`config.mk`:
```
export PLATFORM = sky130hd
export DESIGN_NAME = otpsq_sequencer
export DESIGN_NICKNAME = d
export VERILOG_FILES = /design/src/otpsq_pkg.sv /design/src/otpsq_fuse_array.sv /design/src/otpsq_sequencer.sv
export SDC_FILE = /design/constraint.sdc
export NUM_CORES = 1
export LEC_CHECK = 0
export ABC_AREA = 1
export BUFFER_PORTS_ARGS = -buffer_cell sky130_fd_sc_hd__buf_4
export CAP_MARGIN = 0
export CORE_MARGIN = 2
export CORE_UTILIZATION = 35
export DETAILED_ROUTE_END_ITERATION = 8
export GPL_ROUTABILITY_DRIVEN = 0
export GPL_TIMING_DRIVEN = 0
export PLACE_DENSITY = 0.53
export SKIP_CTS_REPAIR_TIMING = 1
export SYNTH_ARGS = -nofsm -noshare
export SYNTH_HDL_FRONTEND = slang
export SYNTH_SLANG_ARGS = --single-unit
```
`constraint.sdc`:
```
create_clock -name pclk -period 2.2 [get_ports pclk]
set_input_delay 0.33 -clock pclk [delete_from_list [all_inputs] [get_ports pclk]]
set_output_delay 0.33 -clock pclk [all_outputs]
set_load 0.03 [all_outputs]
```
`src/otpsq_pkg.sv`:
```
// constants, field layouts and types shared by the otp operation sequencer
package otpsq_pkg;

    // store geometry
    localparam int STORE_BITS  = 40;
    localparam int WORD_BITS   = 10;
    localparam int LOCK_POS    = 39;
    localparam int CFG_HI_BITS = 7;

    // operation-select codes
    localparam logic [1:0] OP_NOP_LO  = 2'h0;
    localparam logic [1:0] OP_REFRESH = 2'h1;
    localparam logic [1:0] OP_BURN    = 2'h2;
    localparam logic [1:0] OP_NOP_HI  = 2'h3;

    // apb register byte offsets
    localparam int         ADDR_W       = 8;
    localparam logic [7:0] OFS_CTRL     = 8'h00;
    localparam logic [7:0] OFS_CFG_LO   = 8'h04;
    localparam logic [7:0] OFS_CFG_HI   = 8'h08;
    localparam logic [7:0] OFS_STATUS   = 8'h0c;
    localparam logic [7:0] OFS_DATA     = 8'h10;
    localparam logic [7:0] OFS_IRQ_STAT = 8'h14;
    localparam logic [7:0] OFS_IRQ_MASK = 8'h18;

    // field positions
    localparam int CTRL_OP_LSB  = 0;
    localparam int CTRL_SEL_LSB = 4;
    localparam int CTRL_BIAS_L  = 8;
    localparam int CTRL_BIAS_H  = 9;
    localparam int ST_BUSY      = 0;
    localparam int ST_FAIL      = 1;
    localparam int ST_LOCK      = 2;
    localparam int ST_VALID     = 3;
    localparam int IRQ_BITS     = 3;
    localparam int IRQ_DONE     = 0;
    localparam int IRQ_FAIL     = 1;
    localparam int IRQ_REFUSED  = 2;

    // timing
    localparam int CLK_PERIOD_NS = 8;
    localparam int READ_NS       = 1000;
    localparam int BURN_BIT_NS   = 10000;
    localparam int READ_CYC      = (READ_NS + CLK_PERIOD_NS - 1) / CLK_PERIOD_NS;
    localparam int BURN_CYC      = (BURN_BIT_NS + CLK_PERIOD_NS - 1) / CLK_PERIOD_NS;
    localparam int CNT_W         = 16;

    typedef struct packed {
        logic       bias_h;
        logic       bias_l;
        logic [1:0] word_sel;
    } otpsq_ctrl_t;

    localparam otpsq_ctrl_t          CTRL_RST = '{bias_h: 1'b0, bias_l: 1'b0, word_sel: 2'h0};
    localparam logic [IRQ_BITS-1:0]  MASK_RST = 3'h0;

    typedef enum logic [1:0] {
        SEQ_IDLE,
        SEQ_REFRESH,
        SEQ_BURN
    } otpsq_seq_t;

    typedef enum logic [1:0] {
        FUSE_IDLE,
        FUSE_READ,
        FUSE_BURN
    } otpsq_fuse_t;

endpackage

```
`src/otpsq_fuse_array.sv`:
```
// fuse array with timed sense and bit-serial burn
`timescale 1ns/100ps
`default_nettype none
module otpsq_fuse_array
    import otpsq_pkg::*;
#(
    parameter int W        = STORE_BITS,
    parameter int RD_CYC   = READ_CYC,
    parameter int BIT_CYC  = BURN_CYC
) (
    // clock and reset
    input  wire logic         pclk,
    input  wire logic         presetn,
    // operation requests
    input  wire logic         read_req,
    input  wire logic         burn_req,
    input  wire logic [W-1:0] burn_word,
    // results
    output var  logic         done,
    output var  logic [W-1:0] sense_word,
    output var  logic         lock_bit
);

    otpsq_fuse_t      st_q, st_d;
    logic [CNT_W-1:0] cnt_q, cnt_d;
    logic [5:0]       idx_q, idx_d;
    logic [W-1:0]     fuse_q, fuse_d;
    logic [W-1:0]     burn_q, burn_d;
    logic [W-1:0]     sense_q, sense_d;
    logic             done_q, done_d;

    always_comb begin
        st_d    = st_q;
        cnt_d   = cnt_q;
        idx_d   = idx_q;
        fuse_d  = fuse_q;
        burn_d  = burn_q;
        sense_d = sense_q;
        done_d  = 1'b0;
        case (st_q)
            FUSE_IDLE: begin
                cnt_d = '0;
                idx_d = '0;
                if (read_req) begin
                    st_d = FUSE_READ;
                end else if (burn_req) begin
                    burn_d = burn_word;
                    st_d   = FUSE_BURN;
                end
            end
            FUSE_READ: begin
                cnt_d = cnt_q + 1'b1;
                if (cnt_q == CNT_W'(RD_CYC - 1)) begin
                    sense_d = fuse_q;
                    done_d  = 1'b1;
                    st_d    = FUSE_IDLE;
                end
            end
            FUSE_BURN: begin
                // bits to be left blank cost no burn time
                if (!burn_q[idx_q] || cnt_q == CNT_W'(BIT_CYC - 1)) begin
                    fuse_d[idx_q] = fuse_q[idx_q] | burn_q[idx_q];
                    cnt_d         = '0;
                    idx_d         = idx_q + 1'b1;
                    if (idx_q == 6'(W - 1)) begin
                        done_d = 1'b1;
                        st_d   = FUSE_IDLE;
                    end
                end else begin
                    cnt_d = cnt_q + 1'b1;
                end
            end
            default: st_d = FUSE_IDLE;
        endcase
    end

    // fuses come up blank here; a real array keeps its state across reset
    always_ff @(posedge pclk or negedge presetn) begin
        if (!presetn) begin
            st_q    <= FUSE_IDLE;
            cnt_q   <= '0;
            idx_q   <= '0;
            fuse_q  <= '0;
            burn_q  <= '0;
            sense_q <= '0;
            done_q  <= 1'b0;
        end else begin
            st_q    <= st_d;
            cnt_q   <= cnt_d;
            idx_q   <= idx_d;
            fuse_q  <= fuse_d;
            burn_q  <= burn_d;
            sense_q <= sense_d;
            done_q  <= done_d;
        end
    end

    assign done       = done_q;
    assign sense_word = sense_q;
    assign lock_bit   = fuse_q[LOCK_POS];
endmodule
`default_nettype wire

```
`src/otpsq_sequencer.sv`:
```
// otp operation sequencer with apb register slave and interrupt
// Function
// - op codes 0 and 3 do nothing; store and readback stay unchanged
// - op code 1 reloads all 40 store bits into the readback shadow
// - readback shows the selected 10-bit word, valid only after refresh
// - op code 2 burns the configuration registers and lock bit
// - burn runs only while lock bit is blank; later burns refused
// - busy is high for the whole refresh or burn, then clears
// - boost undervoltage during a burn sets the fail flag
// - reading the status register clears the fail flag
// - lock bit is burned in the same operation as the configuration
// - readback under either bias setting equals programmed data
// - word-select 0..3 picks store bits 9:0, 19:10, 29:20, 39:30
// - lock bit sits at store bit 39 and blocks reprogramming
//
// Decided for this implementation: the APB slave port and the register offsets.
`timescale 1ns/100ps
`default_nettype none
module otpsq_sequencer
    import otpsq_pkg::*;
(
    // clock and reset
    input  wire logic              pclk,
    input  wire logic              presetn,
    // apb slave
    input  wire logic              psel,
    input  wire logic              penable,
    input  wire logic              pwrite,
    input  wire logic [ADDR_W-1:0] paddr,
    input  wire logic [31:0]       pwdata,
    output var  logic [31:0]       prdata,
    output var  logic              pready,
    output var  logic              pslverr,
    // analog side
    input  wire logic              burn_supply_undervolt_limit,
    output var  logic              read_bias_low,
    output var  logic              read_bias_high,
    // interrupt
    output var  logic              irq
);

    // apb handshake: one wait state, reads sampled in the wait cycle
    logic        acc, fin;
    logic        pready_q, pready_d;
    logic        pslverr_q, pslverr_d;
    logic [31:0] prdata_q, prdata_d;

    // registers
    otpsq_ctrl_t               ctrl_q, ctrl_d;
    logic [31:0]               cfg_lo_q, cfg_lo_d;
    logic [CFG_HI_BITS-1:0]    cfg_hi_q, cfg_hi_d;
    logic [IRQ_BITS-1:0]       istat_q, istat_d;
    logic [IRQ_BITS-1:0]       imask_q, imask_d;
    logic                      fail_q, fail_d;
    logic                      irq_q, irq_d;

    // sequencer
    otpsq_seq_t                seq_q, seq_d;
    logic [STORE_BITS-1:0]     shadow_q, shadow_d;
    logic                      valid_q, valid_d;
    logic                      busy_q, busy_d;
    logic                      read_req, burn_req;
    logic                      arr_done, lock_bit;
    logic [STORE_BITS-1:0]     sense_word;
    logic                      uv_s1_q, uv_s2_q;
    logic                      op_wr;
    logic [1:0]                op_code;
    logic [IRQ_BITS-1:0]       ev;
    logic [WORD_BITS-1:0]      rd_word;
    logic                      mapped;

    assign acc     = psel && penable && !pready_q;
    assign fin     = psel && penable && pready_q;
    assign op_wr   = fin && pwrite && paddr == OFS_CTRL;
    assign op_code = pwdata[CTRL_OP_LSB +: 2];
    assign rd_word = shadow_q[ctrl_q.word_sel * WORD_BITS +: WORD_BITS];
    assign mapped  = paddr == OFS_CTRL || paddr == OFS_CFG_LO || paddr == OFS_CFG_HI
                  || paddr == OFS_STATUS || paddr == OFS_DATA || paddr == OFS_IRQ_STAT
                  || paddr == OFS_IRQ_MASK;

    otpsq_fuse_array #(
        .W       (STORE_BITS),
        .RD_CYC  (READ_CYC),
        .BIT_CYC (BURN_CYC)
    ) u_fuse (
        .pclk       (pclk),
        .presetn    (presetn),
        .read_req   (read_req),
        .burn_req   (burn_req),
        .burn_word  ({1'b1, cfg_hi_q, cfg_lo_q}),
        .done       (arr_done),
        .sense_word (sense_word),
        .lock_bit   (lock_bit)
    );

    // undervoltage comparator is asynchronous to pclk
    always_ff @(posedge pclk or negedge presetn) begin
        if (!presetn) begin
            uv_s1_q <= 1'b0;
            uv_s2_q <= 1'b0;
        end else begin
            uv_s1_q <= burn_supply_undervolt_limit;
            uv_s2_q <= uv_s1_q;
        end
    end

    // operation sequencing
    always_comb begin
        seq_d    = seq_q;
        shadow_d = shadow_q;
        valid_d  = valid_q;
        read_req = 1'b0;
        burn_req = 1'b0;
        ev       = '0;
        case (seq_q)
            SEQ_IDLE: begin
                if (op_wr) begin
                    if (op_code == OP_REFRESH) begin
                        read_req = 1'b1;
                        valid_d  = 1'b0;
                        seq_d    = SEQ_REFRESH;
                    end else if (op_code == OP_BURN && !lock_bit) begin
                        burn_req = 1'b1;
                        seq_d    = SEQ_BURN;
                    end else if (op_code == OP_BURN) begin
                        ev[IRQ_REFUSED] = 1'b1;
                    end
                    // codes 0 and 3 fall through untouched
                end
            end
            SEQ_REFRESH: begin
                if (arr_done) begin
                    shadow_d      = sense_word;
                    valid_d       = 1'b1;
                    ev[IRQ_DONE]  = 1'b1;
                    seq_d         = SEQ_IDLE;
                end
            end
            SEQ_BURN: begin
                if (uv_s2_q) begin
                    ev[IRQ_FAIL] = 1'b1;
                end
                if (arr_done) begin
                    ev[IRQ_DONE] = 1'b1;
                    seq_d        = SEQ_IDLE;
                end
            end
            default: seq_d = SEQ_IDLE;
        endcase
        // writes during an operation land in the branches above only when idle
        busy_d = seq_d != SEQ_IDLE;
    end

    always_ff @(posedge pclk or negedge presetn) begin
        if (!presetn) begin
            seq_q    <= SEQ_IDLE;
            shadow_q <= '0;
            valid_q  <= 1'b0;
            busy_q   <= 1'b0;
        end else begin
            seq_q    <= seq_d;
            shadow_q <= shadow_d;
            valid_q  <= valid_d;
            busy_q   <= busy_d;
        end
    end

    // register file and apb answer
    always_comb begin
        ctrl_d    = ctrl_q;
        cfg_lo_d  = cfg_lo_q;
        cfg_hi_d  = cfg_hi_q;
        imask_d   = imask_q;
        istat_d   = istat_q;
        fail_d    = fail_q;
        pready_d  = acc;
        pslverr_d = acc && !mapped;
        prdata_d  = prdata_q;
        if (acc) begin
            prdata_d = '0;
            if (!pwrite) begin
                case (paddr)
                    OFS_CTRL: begin
                        prdata_d[CTRL_SEL_LSB +: 2] = ctrl_q.word_sel;
                        prdata_d[CTRL_BIAS_L]       = ctrl_q.bias_l;
                        prdata_d[CTRL_BIAS_H]       = ctrl_q.bias_h;
                    end
                    OFS_CFG_LO:   prdata_d = cfg_lo_q;
                    OFS_CFG_HI:   prdata_d[CFG_HI_BITS-1:0] = cfg_hi_q;
                    OFS_STATUS: begin
                        prdata_d[ST_BUSY]  = busy_q;
                        prdata_d[ST_FAIL]  = fail_q;
                        prdata_d[ST_LOCK]  = lock_bit;
                        prdata_d[ST_VALID] = valid_q;
                        // clear with the sampling edge so no later set is lost
                        fail_d = 1'b0;
                    end
                    OFS_DATA:     prdata_d[WORD_BITS-1:0] = valid_q ? rd_word : '0;
                    OFS_IRQ_STAT: prdata_d[IRQ_BITS-1:0]  = istat_q;
                    OFS_IRQ_MASK: prdata_d[IRQ_BITS-1:0]  = imask_q;
                    default:      prdata_d = '0;
                endcase
            end
        end
        if (fin && pwrite) begin
            case (paddr)
                OFS_CTRL: begin
                    if (!busy_q) begin
                        ctrl_d.word_sel = pwdata[CTRL_SEL_LSB +: 2];
                        ctrl_d.bias_l   = pwdata[CTRL_BIAS_L];
                        ctrl_d.bias_h   = pwdata[CTRL_BIAS_H];
                    end
                end
                OFS_CFG_LO:   cfg_lo_d = pwdata;
                OFS_CFG_HI:   cfg_hi_d = pwdata[CFG_HI_BITS-1:0];
                OFS_IRQ_STAT: istat_d  = istat_q & ~pwdata[IRQ_BITS-1:0];
                OFS_IRQ_MASK: imask_d  = pwdata[IRQ_BITS-1:0];
                default: ;
            endcase
        end
        // hardware set wins over any clear in the same cycle
        istat_d = istat_d | ev;
        fail_d  = fail_d | ev[IRQ_FAIL];
        irq_d   = |(istat_d & imask_d);
    end

    always_ff @(posedge pclk or negedge presetn) begin
        if (!presetn) begin
            ctrl_q    <= CTRL_RST;
            cfg_lo_q  <= '0;
            cfg_hi_q  <= '0;
            imask_q   <= MASK_RST;
            istat_q   <= '0;
            fail_q    <= 1'b0;
            irq_q     <= 1'b0;
            pready_q  <= 1'b0;
            pslverr_q <= 1'b0;
            prdata_q  <= '0;
        end else begin
            ctrl_q    <= ctrl_d;
            cfg_lo_q  <= cfg_lo_d;
            cfg_hi_q  <= cfg_hi_d;
            imask_q   <= imask_d;
            istat_q   <= istat_d;
            fail_q    <= fail_d;
            irq_q     <= irq_d;
            pready_q  <= pready_d;
            pslverr_q <= pslverr_d;
            prdata_q  <= prdata_d;
        end
    end

    assign prdata         = prdata_q;
    assign pready         = pready_q;
    assign pslverr        = pslverr_q;
    assign irq            = irq_q;
    assign read_bias_low  = ctrl_q.bias_l;
    assign read_bias_high = ctrl_q.bias_h;
endmodule
`default_nettype wire

```
==> metrics.txt <==
Die X 196 um; post-place setup slack -0.636 ns; total die area 38,300 um2; total power 0.0145 W; number of synthesized flops with an enable pin 0; most frequent cells in the layout nand2_1 (367), dfrtp_1 (276), o21ai_0 (141); sw frac 0.309; gr ovfl total 0; # setup viols final 8; Seq pwr share 0.360; met2 GRT Util 0.295; Startpoint Class flip-flop; CTS buffer count 30; internal power 0.0100 W; failing checks setup timing; routing usage on met3 0.0204; layout cells sized above 1 0.216; Least-Margin Pin Slew 0.800 ns; Clock Skew 0.0211 ns; clock share of power 0.381; crit-path cells buf_6 > buf_8 > or2_1 > o211ai_1 > nand2_1 > nor2_2 > nor2_1 > nor2_2 > nand2_4 > buf_12 > nand3_4 > nand2_8 > buf_6 > nand3_1 > nand2_1; worst-skew pair later-pin latency 0.57 ns; RSZ-0062 raised after global routing true; vias 10,700; GRT met1 Usage 0.294; max incr delay on CP 0.39 ns; IO Pins 83; WL per Instance 17.5 um; post-DP HPWL 27,000 um; largest net degree at the start of global routing 121; Port Buffers 82; Syn. warnings 0; Final Max Tran Viols 0; setup slack after layout -0.00910 ns; nets 1,699; Die Y 196 um; DRC violations left 0; Mean Syn Cell Area 8.57 um2; Mapped Nets 1,558; Hold Fails Final Rpt 0; CP max stage cell dfrtp_1; worst rel slew slack 0.462; drt first pass iters 5; Worst VDD drop 0.641 mV; Final period util 1.00; first-pass GRT wire length 58,700 um; Tmin final 2.21 ns; row count 70; CTS sink cnt 276; fin cells 2,132; synth top area cells dfrtp_1 (54%), nand2_1 (11%), o21ai_0 (5.7%), mux2_2 (4.3%), inv_1 (4.1%); most common cell after layout, fill and taps aside nand2_1; post-synthesis cell type count 44; combinational share of power 0.259; Reg clk slew, reported paths 0.06 ns; GRT busiest layer met2; crit path buf inv count 4; sequential share of the synthesized area 0.537; drt initial violations 770; Min Hold Slack 0.0185 ns; WP data arrival 2.67 ns; worst min path class in -> reg; Mapped Area 12,900 um2; Worst Path Max Fanout 6; Layout area overhead 27.7%; Sw Pwr 0.00449 W; vias per cell 5.04; FF-to-FF setup slack -0.009 ns; ys async rst share 1.00; Tot GR Track Use 0.194; Routed WL 37,400 um; Fill cells 3,493; Root Driver clkbuf_16; Core ar. 36,300 um2; Post-Place Cells 2,052; # H-tree levels 1; data required time of the worst path 2.66 ns; Syn Inst Count 1,500; kind of critical path reg -> reg; leakage 7.71 nW; Antenna Nets Post-Route 0; crit-path leading delay family simple AND/OR/NAND/NOR gates; Max-cap violations 0; cells on worst reg2reg path 15; status finished with violations; cell depth of the worst setup path 15; vias in the first global route 10,300; CTS tree yes; initial antenna violation count 2; flops & latches, synth 276; CP endpoint kind flip-flop; Cells on Worst Hold Path 3; Starting Density 0.354; Core Util, Final 0.451; Antenna Cells 0; Synth top area share 0.537; Synth Flop Type dfrtp_1; FMAX 453 MHz; clk buf depth 3; Pwr Density 886 nW/um2; Yosys top cell by area dfrtp_1
[worst reg2reg max path: stages, from the launching register on]
cell and delay, ns:
dfrtp_1 0.39, buf_6 0.16, buf_8 0.14, or2_1 0.22
o211ai_1 0.08, nand2_1 0.09, nor2_2 0.12, nor2_1 0.06
nor2_2 0.12, nand2_4 0.13, buf_12 0.15, nand3_4 0.10
nand2_8 0.09, buf_6 0.15, nand3_1 0.07, nand2_1 0.06
[synth_stat cells (9+ instances only)]
cell type  number
a21oi_1        53
a32o_1         22
buf_2          13
clkbuf_1       43
dfrtp_1       276
ha_1           12
inv_1         142
mux2_2         49
nand2_1       392
nand3_1        80
nor2_1        130
nor3_1          9
o21ai_0       147
o21ai_1        41
o22ai_1         9
xor2_1         10
[power by group through the flow]
stage	clock network, W	logic, W	registers [W]
finish	0.00554	0.00376	0.00524
floorplan	0	0.00135	0.00531
detailed placement	0	0.00216	0.00533
CTS	0.00563	0.00217	0.00523
global route	0.00585	0.00399	0.00525
global placement	0	0.00215	0.00532
[final cells by class]
class | count | area [um2] | share of cell area
plain buffers | 70 | 484 | 0.0295
clock buffers | 38 | 841 | 0.0512
clock inverters | 17 | 259 | 0.0158
inverters | 150 | 583 | 0.0355
multi-input cells | 1005 | 5730 | 0.349
flip-flops and latches | 276 | 6910 | 0.421
well taps | 468 | 586 | 0.0357
repair buffers | 108 | 1020 | 0.0621
[kinds of logic after synthesis]
logic type,count (synthesis),synth area share
buf+inv,220,0.0690
compound gates,291,0.127
mux,50,0.0441
simple gates,641,0.204
flops,276,0.537
xor+xnor,10,0.00681
fa+ha+maj,12,0.0117
[path summary, 6_finish.rpt]
| path | startpoint | end |
|---|---|---|
| setup / recovery | u_fuse.idx_q[0] | u_fuse.cnt_q[13] |
| hold / removal | pwdata[19] | cfg_lo_q[19] |
| setup reg to reg | u_fuse.idx_q[0] | u_fuse.cnt_q[13] |
| hold reg to reg | uv_s1_q | uv_s2_q |
| max in group asynchronous | presetn | shadow_q[31] |
| min in group asynchronous | presetn | cfg_lo_q[23] |
[metal layers]
layer	wire, um	share of wire	up-vias
met5	0	0	-
met4	927	0.025	0
met3	1570	0.042	60
met2	16500	0.44	244
met1	18400	0.49	5225
li1	-	-	5214
[stage by stage]
step / cell area, um2 / setup TNS [ns]
after CTS: 15200 / -31.12
after global routing: 16400 / -5.22
after floorplan: 12900 / 0
after global placement: 14100 / -494.02
final: 16400 / -0.0334
after detailed placement: 14100 / -39.11
[sequential cells by signal (all words and copies together) (netlist names), 6 cells and up]
register	count
u_fuse.idx_q	6
cfg_hi_q	7
u_fuse.fuse_q	40
shadow_q	40
u_fuse.cnt_q	16
prdata	32
cfg_lo_q	32
u_fuse.sense_word	40
u_fuse.burn_q	40
Power figures use the tool's default switching activity.
